--- src/logic/sef_pkg.sv ---
package sef_pkg;
	// opcode layout: upper nibble zero, bit 3 carries address_bit_nine
	localparam logic [3:0] OP_HI = 4'h0;
	localparam int OP_A9_BIT = 3;
	localparam logic [2:0] OP_WREN = 3'h6;
	localparam logic [2:0] OP_WRDI = 3'h4;
	localparam logic [2:0] OP_RDSR = 3'h5;
	localparam logic [2:0] OP_WRSR = 3'h1;
	localparam logic [2:0] OP_READ = 3'h3;
	localparam logic [2:0] OP_WRITE = 3'h2;
	// timing
	localparam int CLK_NS = 40;
	localparam int TWC_MS = 5;
	localparam int TWC_CYC = TWC_MS * 1000000 / CLK_NS;
	localparam int SCK_DIV = 4;
	localparam logic [7:0] SR_RESET = 8'h00;
endpackage

--- src/logic/sef_link_if.sv ---
`timescale 1ns/100ps
interface sef_link_if;
	logic sck;
	logic cs_n;
	logic si;
	logic so;
	logic so_oe;
	logic hold_n;
	logic wp_n;
	modport dev (input sck, input cs_n, input si, input hold_n, input wp_n,
		output so, output so_oe);
	modport host (output sck, output cs_n, output si, output hold_n,
		output wp_n, input so, input so_oe);
endinterface

--- src/logic/sef_device.sv ---
// How it works
// - serial clock is only an input; slave
// - bytes shift most significant bit first
// - first byte after select is opcode
// - opcode bit three is address bit nine
// - bad opcode: ignore input, output off
// - deselected: ignore input, output off
// - hold only pauses an active sequence
// - master lowers hold while clock low
// - master raises hold while clock low
// - held: output off, input ignored
// - write protect low blocks all writes
// - protect falling mid write aborts it
// - started programming always completes
// - supports clock idle low or high
// - programming self timed, bounded length
`timescale 1ns/100ps
module sef_device #(
	parameter int TWC_CYC = sef_pkg::TWC_CYC
) (
	input wire logic clk_sys,
	input wire logic reset,
	sef_link_if.dev link,
	output logic busy,
	output logic [8:0] wr_addr,
	output logic [7:0] wr_data,
	output logic wr_strobe
);
	typedef enum {ST_IDLE, ST_OPC, ST_ADDR, ST_DATA, ST_RDOUT, ST_SROUT,
		ST_SRIN, ST_DEAD} sef_st_t;
	// two flops on each pin before any logic looks at it
	logic [1:0] sck_s_q, cs_s_q, si_s_q, hold_s_q, wp_s_q;
	logic sck_prev_q, cs_prev_q;
	sef_st_t st_q, st_d;
	logic [2:0] bit_q, bit_d;
	logic [7:0] sh_q, sh_d, out_q, out_d;
	logic [8:0] addr_q, addr_d;
	logic [7:0] dat_q, dat_d;
	logic wen_q, wen_d, pend_q, pend_d, so_q, so_d, oe_q, oe_d;
	logic [7:0] sr_q, sr_d;
	logic [31:0] cnt_q, cnt_d;
	logic busy_q, busy_d, stb_q, stb_d, held_q, held_d;
	logic wrop_q, wrop_d;
	logic sck, cs, si, hold_ok, wp_ok, rise, fall, sel_fall;
	logic [7:0] byte_in;

	// synchronisers
	always_ff @(posedge clk_sys) begin
		if (reset) begin
			sck_s_q <= '0;
			cs_s_q <= 2'b11;
			si_s_q <= '0;
			hold_s_q <= 2'b11;
			wp_s_q <= 2'b11;
			sck_prev_q <= 1'b0;
			cs_prev_q <= 1'b1;
		end else begin
			sck_s_q <= {sck_s_q[0], link.sck};
			cs_s_q <= {cs_s_q[0], link.cs_n};
			si_s_q <= {si_s_q[0], link.si};
			hold_s_q <= {hold_s_q[0], link.hold_n};
			wp_s_q <= {wp_s_q[0], link.wp_n};
			sck_prev_q <= sck_s_q[1];
			cs_prev_q <= cs_s_q[1];
		end
	end

	assign sck = sck_s_q[1];
	assign cs = cs_s_q[1];
	assign si = si_s_q[1];
	assign hold_ok = hold_s_q[1];
	assign wp_ok = wp_s_q[1];
	// edge logic is polarity-free, so idle-high clock works too
	assign rise = sck & ~sck_prev_q & ~cs & ~held_q;
	assign fall = ~sck & sck_prev_q & ~cs & ~held_q;
	assign sel_fall = ~cs & cs_prev_q;
	assign byte_in = {sh_q[6:0], si};

	// serial sequence, hold, programming timer
	always_comb begin
		st_d = st_q;
		bit_d = bit_q;
		sh_d = sh_q;
		out_d = out_q;
		addr_d = addr_q;
		dat_d = dat_q;
		wen_d = wen_q;
		pend_d = pend_q;
		so_d = so_q;
		oe_d = oe_q;
		sr_d = sr_q;
		cnt_d = cnt_q;
		busy_d = busy_q;
		stb_d = 1'b0;
		held_d = held_q;
		wrop_d = wrop_q;
		// hold honoured only with clock low inside a live sequence
		if (cs || st_q == ST_IDLE || st_q == ST_DEAD)
			held_d = 1'b0;
		else if (!sck)
			held_d = ~hold_ok;
		if (busy_q) begin
			// runs to the end whatever write protect does
			if (cnt_q == 32'(TWC_CYC - 1)) begin
				busy_d = 1'b0;
				wen_d = 1'b0;
				cnt_d = '0;
			end else begin
				cnt_d = cnt_q + 32'd1;
			end
		end
		if (cs) begin
			// rising select launches a complete, unprotected write
			if (pend_q && bit_q == 3'd0 && wp_ok && !busy_q) begin
				busy_d = 1'b1;
				stb_d = 1'b1;
				cnt_d = '0;
			end
			pend_d = 1'b0;
			st_d = ST_IDLE;
			oe_d = 1'b0;
		end else if (sel_fall) begin
			st_d = ST_OPC;
			bit_d = '0;
			sh_d = '0;
		end
		if (!cs && !wp_ok)
			pend_d = 1'b0;
		if (rise) begin
			sh_d = byte_in;
			bit_d = bit_q + 3'd1;
			if (bit_q == 3'd7) begin
				case (st_q)
				ST_OPC: begin
					st_d = ST_DEAD;
					// remembered apart from out_q, which a status read rotates
					wrop_d = byte_in[2:0] == sef_pkg::OP_WRITE;
					if (byte_in[7:4] == sef_pkg::OP_HI && !busy_q) begin
						addr_d = {byte_in[sef_pkg::OP_A9_BIT], 8'h00};
						case (byte_in[2:0])
						sef_pkg::OP_WREN: wen_d = 1'b1;
						sef_pkg::OP_WRDI: wen_d = 1'b0;
						sef_pkg::OP_RDSR: st_d = ST_SROUT;
						sef_pkg::OP_WRSR: st_d = wen_q ? ST_SRIN : ST_DEAD;
						sef_pkg::OP_READ: st_d = ST_ADDR;
						sef_pkg::OP_WRITE: st_d = wen_q ? ST_ADDR : ST_DEAD;
						default: st_d = ST_DEAD;
						endcase
						if (byte_in[2:0] == sef_pkg::OP_WRITE)
							pend_d = 1'b0;
						// status: protect bits, write enable, busy
						out_d = {sr_q[7:2], wen_q, busy_q};
					end else if (byte_in[7:4] == sef_pkg::OP_HI &&
						byte_in[2:0] == sef_pkg::OP_RDSR) begin
						// only a status read gets through while programming
						st_d = ST_SROUT;
						out_d = {4'hf, sr_q[3:2], wen_q, 1'b1};
					end
				end
				ST_ADDR: begin
					addr_d = {addr_q[8], byte_in};
					st_d = wrop_q ? ST_DATA : ST_RDOUT;
					out_d = 8'h00;
				end
				ST_DATA: begin
					dat_d = byte_in;
					pend_d = wp_ok;
				end
				ST_SRIN: begin
					if (wp_ok)
						sr_d = {4'h0, byte_in[3:2], 2'b00};
				end
				ST_RDOUT: addr_d = addr_q + 9'd1;
				default: st_d = st_q;
				endcase
			end
		end
		if (fall && (st_q == ST_SROUT || st_q == ST_RDOUT)) begin
			so_d = out_q[7];
			out_d = {out_q[6:0], out_q[7]};
		end
		// output off when deselected, held or after a bad opcode
		oe_d = !cs && !held_d && (st_q == ST_SROUT || st_q == ST_RDOUT);
	end

	always_ff @(posedge clk_sys) begin
		if (reset) begin
			st_q <= ST_IDLE;
			bit_q <= '0;
			sh_q <= '0;
			out_q <= '0;
			addr_q <= '0;
			dat_q <= '0;
			wen_q <= 1'b0;
			pend_q <= 1'b0;
			so_q <= 1'b0;
			oe_q <= 1'b0;
			sr_q <= sef_pkg::SR_RESET;
			cnt_q <= '0;
			busy_q <= 1'b0;
			stb_q <= 1'b0;
			held_q <= 1'b0;
			wrop_q <= 1'b0;
		end else begin
			st_q <= st_d;
			bit_q <= bit_d;
			sh_q <= sh_d;
			out_q <= out_d;
			addr_q <= addr_d;
			dat_q <= dat_d;
			wen_q <= wen_d;
			pend_q <= pend_d;
			so_q <= so_d;
			oe_q <= oe_d;
			sr_q <= sr_d;
			cnt_q <= cnt_d;
			busy_q <= busy_d;
			stb_q <= stb_d;
			held_q <= held_d;
			wrop_q <= wrop_d;
		end
	end

	assign link.so = so_q;
	assign link.so_oe = oe_q;
	assign busy = busy_q;
	assign wr_addr = addr_q;
	assign wr_data = dat_q;
	assign wr_strobe = stb_q;
endmodule

--- src/flat_wrapper.sv ---
// flat-port wrapper written by rule: the top's interface ports become plain ports
module sef_device_flat 
#(
	parameter int TWC_CYC = sef_pkg::TWC_CYC
)
  (clk_sys, reset, busy, wr_addr, wr_data, wr_strobe, link_sck, link_cs_n, link_si, link_hold_n, link_wp_n, link_so, link_so_oe);
  sef_link_if link_i ();
  input wire logic clk_sys;
  input wire logic reset;
  output logic busy;
  output logic [8:0] wr_addr;
  output logic [7:0] wr_data;
  output logic wr_strobe;
  input wire logic [$bits(link_i.sck)-1:0] link_sck;
  input wire logic [$bits(link_i.cs_n)-1:0] link_cs_n;
  input wire logic [$bits(link_i.si)-1:0] link_si;
  input wire logic [$bits(link_i.hold_n)-1:0] link_hold_n;
  input wire logic [$bits(link_i.wp_n)-1:0] link_wp_n;
  output wire logic [$bits(link_i.so)-1:0] link_so;
  output wire logic [$bits(link_i.so_oe)-1:0] link_so_oe;
  assign link_i.sck = link_sck;
  assign link_i.cs_n = link_cs_n;
  assign link_i.si = link_si;
  assign link_i.hold_n = link_hold_n;
  assign link_i.wp_n = link_wp_n;
  assign link_so = link_i.so;
  assign link_so_oe = link_i.so_oe;
  sef_device #(.TWC_CYC(TWC_CYC)) u_core (.clk_sys(clk_sys), .reset(reset), .link(link_i), .busy(busy), .wr_addr(wr_addr), .wr_data(wr_data), .wr_strobe(wr_strobe));
endmodule
--- config.mk ---
export PLATFORM = sky130hd
export DESIGN_NAME = sef_device_flat
export DESIGN_NICKNAME = d
export VERILOG_FILES = /design/src/logic/sef_pkg.sv /design/src/logic/sef_link_if.sv /design/src/logic/sef_device.sv /design/src/flat_wrapper.sv
export SDC_FILE = /design/constraint.sdc
export NUM_CORES = 1
export LEC_CHECK = 0
export BUFFER_PORTS_ARGS = -buffer_cell sky130_fd_sc_hd__buf_2
export CORE_MARGIN = 4
export CORE_UTILIZATION = 60
export CTS_BUF_LIST = sky130_fd_sc_hd__clkbuf_4
export CTS_CLUSTER_SIZE = 28
export DETAILED_ROUTE_END_ITERATION = 12
export HOLD_SLACK_MARGIN = 0.03
export PLACE_DENSITY_LB_ADDON = 0.1
export SLEW_MARGIN = 20
export SYNTH_ARGS = -nofsm -noshare
export SYNTH_HDL_FRONTEND = slang
export SYNTH_SLANG_ARGS = --single-unit
--- constraint.sdc ---
create_clock -name clk_sys -period 2.8 [get_ports clk_sys]
set_clock_uncertainty 0.05 [all_clocks]
set_input_delay 0.7 -clock clk_sys [delete_from_list [all_inputs] [get_ports clk_sys]]
set_output_delay 0.7 -clock clk_sys [all_outputs]
set_load 0.05 [all_outputs]
After elaboration in Yosys (flattened, before gate mapping)
Index checks and enable logic that the tools add are counted.
{ "classes": {"add_sub_neg": 3, "n_mul": 0, "n_div": 0, "order_cmp": 0, "n_eq_ne": 20, "shifts": 0, "muxes": 50, "bitwise_logic": 13, "n_reduce_logical": 34} }
{ "op_table": {"columns": ["operator", "count"], "rows": [
  ["32-bit two-way mux", 9],
  ["32-bit one-hot mux with 4 select lines", 1],
  ["32-bit by 4-bit equality test with 1-bit output, second input constant", 3],
  ["32-bit one-hot mux with 3 select lines", 1],
  ["32-bit by 2-bit equality test with 1-bit output, second input constant", 2],
  ["32-bit by 3-bit equality test with 1-bit output, second input constant", 2],
  ["8-bit two-way mux", 5],
  ["32-bit by 1-bit adder with 32-bit output, second input constant", 1],
  ["32-bit by 1-bit equality test with 1-bit output, second input constant", 1],
  ["32-bit by 17-bit equality test with 1-bit output, second input constant", 1],
  ["32-bit zero test", 1],
  ["9-bit one-hot mux with 3 select lines", 1],
  ["7-bit two-way mux", 3],
  ["1-bit two-way mux", 20],
  ["8-bit one-hot mux with 2 select lines", 1],
  ["3-bit two-way mux", 5],
  ["3-bit equality test, second input constant", 4],
  ["4-bit AND reduction", 3],
  ["9-bit by 1-bit adder with 9-bit output, second input constant", 1],
  ["1-bit logical AND", 9],
  ["9-bit two-way mux", 1],
  ["2-bit nonzero test", 4],
  ["1-bit bitwise AND", 7],
  ["3-bit by 2-bit equality test with 1-bit output, second input constant", 2],
  ["19 further kinds", 32]
]} }
{ "totals": {"reg_bits": 121, "latchBits": 0, "ramBits": 0, "mem_bits_ro": 0, "memories": 0} }

Logic depth before layout (Yosys ltp)
{ "logic_depth": {"depth_word": 8, "depth_mapped": 8, "mapped_depth_nobuf": 7} }

Least setup slack after synthesis
Ideal clock, no wire load.
{ "synth_timing": {"path_type": "register to register", "start": "register u_core.sh_q[6]", "end": "register u_core.addr_q[2], in the netlist u_core.wr_addr[2]", "setup_time_ps": 132, "t_arrival_ps": 2190, "required_ps": 2618, "slack_ps": 427, "stages_incl_launch_ff": 7, "path_buffers": 1, "synth_period_minus_slack_ps": 2373, "cell_sequence": "dfxtp_1 -> or4_4 -> or4_4 -> a2111o_1 -> buf_6 -> o21ai_0 -> a21oi_1"} }
{ "synth_between": {"elab_chain_cells": 4} }
{ "synth_lines": {"columns": ["element", "line", "text"], "rows": [
  ["from (decl)", "sef_device.sv:36", "logic [7:0] sh_q, sh_d, out_q, out_d;"],
  ["from (signal assigned)", "sef_device.sv:190", "sh_q <= '0;"],
  ["from (signal assigned)", "sef_device.sv:207", "sh_q <= sh_d;"],
  ["4-bit zero test", "sef_device.sv:138", "if (byte_in[7:4] == sef_pkg::OP_HI && !busy_q) begin"],
  ["1-bit logical AND", "sef_device.sv:138", null],
  ["2-bit by 1-bit inequality test with 1-bit output (no line)", null, null],
  ["4-bit AND reduction (no line)", null, null],
  ["to (signal assigned)", "sef_device.sv:209", "addr_q <= addr_d;"],
  ["to (decl)", "sef_device.sv:37", "logic [8:0] addr_q, addr_d;"]
]} }
No other way between the ends.
A chain may end at the register's enable or synchronous reset.

Worst setup path in the final report
{ "layout_timing": {"start": "register u_core.sh_q[6]", "end": "register u_core.addr_q[1], in the netlist u_core.wr_addr[1]"} }
The elaborated chain is that of the path after synthesis.

==> run summary <==
status: complete, no violations
max-slew violations: 0
IO Port Bufs: 27
maximum vdd drop: 0.000434 V
sequential element share of the synthesized area: 46.4%
clock slew seen by the registers of the worst setup and hold paths: 0.13 ns
grt total ovfl: 0
largest net degree at the start of global routing: 51
CTS buffer count: 17
FMAX: 0.368 GHz
first drt pass iteration count: 5
HPWL Detailed: 8.03 mm
DR iter-0 viols: 412
H-tree depth: 4
top-count cell post-synth: dfxtp_1
leading area contributor after synthesis: dfxtp_1
Die Ht: 101 um
PD cells: 526 nW/um2
# clock sinks: 121
Hold Vio Cnt, Final: 0
Place WS: 0.131 ns
wire length per cell: 15.8 um
initial antenna violation count: 0
CP Capture Type: flop
fillers: 687
gpl congestion: 0.967
P&R area growth vs syn: 10.5%
# rows: 33
# IOs: 28
# hold bufs at CTS: 0
Overall Power: 3.03 mW
share of layout cells above drive strength 1: 14.7%
synthesis warning total: 0
total track usage: 24.2%
Post-CTS Setup Inserts: 0
Placeable Area: 8340 um2
RSZ-0062 raised after global routing: false
post-synthesis sequential element count: 121
cell area after synthesis: 5220 um2
clk_lat worst skew: 0.51 ns
initial cell density of the core: 62.6%
DRT antenna net count: 0
Setup CP Type: flop to flop
Setup TNS: 0 ns
number of nets in the layout: 640
Post-synth ARST share: 0%
HP Class: primary input to flop
Post-Syn Instances: 596
diode count: 0
CP required: 3.18 ns
Yosys top cell area share: 46.4%
part of the cycle the worst path needs: 97.1%
Via Count: 4,501
Worst slew margin: 46.0%
DRC viols: 0
multi-input logic area: 2620 um2
Syn Nets: 608
worst path arrival time: 3.10 ns
Cell variety after synth: 62
Synth Flop Type: dfxtp_1
fin worst setup slack: 0.0820 ns
Register Area: 2420 um2
top cells by count, synth: dfxtp_1, nor2_1, nand2_1
Crit Path Max Fanout: 14
TritonCTS clock tree: yes
final wirelength: 11.8 mm
first-pass GRT wire length: 20.0 mm
most area-consuming cells after synthesis: dfxtp_1, nor2_1, and2_1
Syn Area/Cell: 8.76 um2
post-layout min period: 2.72 ns
number of global-route vias before repair: 4,218
CTS root buf: clkbuf_4
worst slew pin tran: 0.810 ns
Lkg Pwr: 2.15 nW
# Max-Cap Violations: 0
post-CTS sizing: 0
final setup vio count: 0
Worst Setup Start Kind: flop
die footprint: 10,300 um2
EDFF count, synth: 0
vias per inst: 6.03
Die Width: 101 um
CTS Buffer Depth: 2
[power breakdown]
part	internal [mW]	switching [mW]
clock	0.478	0.766
sequential	1.73	0.00669
combinational	0.0176	0.0355
[state kept, by name (all words and copies together), names as in the netlist]
| register | cells |
|---|---|
| u_core.hold_s_q | 2 |
| u_core.held_q | 1 |
| u_core.wrop_q | 1 |
| u_core.wen_q | 1 |
| u_core.link.so | 1 |
| u_core.sck_s_q | 2 |
| u_core.sck_prev_q | 1 |
| u_core.link.so_oe | 1 |
| u_core.si_s_q | 2 |
| u_core.cs_s_q | 2 |
| u_core.st_q | 32 |
| u_core.wr_data | 8 |
| u_core.wr_strobe | 1 |
| u_core.bit_q | 3 |
| u_core.pend_q | 1 |
| u_core.sr_q | 2 |
| u_core.cnt_q | 32 |
| u_core.cs_prev_q | 1 |
| u_core.sh_q | 7 |
| u_core.busy | 1 |
| u_core.out_q | 8 |
| u_core.wp_s_q | 2 |
| u_core.wr_addr | 9 |
[final timing paths]
| check | from | endpoint | slack (ns) | depth (start not counted) |
|---|---|---|---|---|
| setup / recovery | u_core.sh_q[6] | u_core.wr_addr[1] | 0.08 | 5 |
| hold / removal | link_cs_n | u_core.cs_s_q[0] | 0.31 | 2 |
| setup reg to reg | u_core.sh_q[6] | u_core.wr_addr[1] | 0.08 | 5 |
| hold reg to reg | u_core.hold_s_q[0] | u_core.hold_s_q[1] | 0.37 | 1 |
[metrics by stage]
step           hold WS (ns)  std cells  instance area, um2  util, %
2_1_floorplan         0.339        596                5220        -
5_1_grt               0.276        746                5770     69.2
3_3_place_gp          0.341        714                5490     65.8
3_5_place_dp          0.348        714                5490     65.8
6_report              0.310        746                5770     69.2
4_1_cts               0.278        746                5770     69.2
[placed cells by master (no fill, tap or decap), types with 12 or more instances in the layout]
master    count
buf_2        27
a21oi_1      35
clkbuf_4     17
nor2_1       60
buf_4        16
nand4_1      12
nor3_1       13
xnor2_1      20
nand2_1      55
o21ai_0      14
and2_1       33
inv_1        15
a22oi_1      13
nor4_1       24
dfxtp_1     121
nand3_1      25
[critical path, stage by stage (launching register included)]
cell and delay, ns:
dfxtp_1 0.36, or4_4 0.57, or4_4 0.50, a2111o_1 0.64, or3_1 0.40, a21oi_1 0.12
[kinds of logic (layout without fill, tap and decap cells)]
logic type               count (synthesis)  in the layout  share of synthesized area [%]
AO/OA/AOI/OAI                          105            105                           13.8
XOR/XNOR                                27             27                           4.53
adder cells (fa/ha/maj)                  6              6                           1.39
buffers and inverters                   45             90                           3.38
flip-flops                             121            121                           46.4
multiplexers                             7              7                           1.34
AND/OR/NAND/NOR                        285            285                           29.2
[layout make-up]
type / count / share of cell area (%)
Tap cell: 105 / 2.28
Sequential cell: 121 / 42.0
Clock inverter: 15 / 2.71
Timing Repair Buffer: 43 / 4.42
Inverter: 15 / 0.976
Clock buffer: 17 / 2.21
Multi-Input combinational cell: 430 / 45.4
[metal layers]
metal  routed length [um]  track usage [%]  share of wire [%]
met1                 5300             33.0                 45
met3                  811             4.82                6.9
met2                 5520             38.8                 47
met5                    0                0                  0
met4                  161             7.67                1.4
No activity file was read; power rests on OpenSTA's default activity.
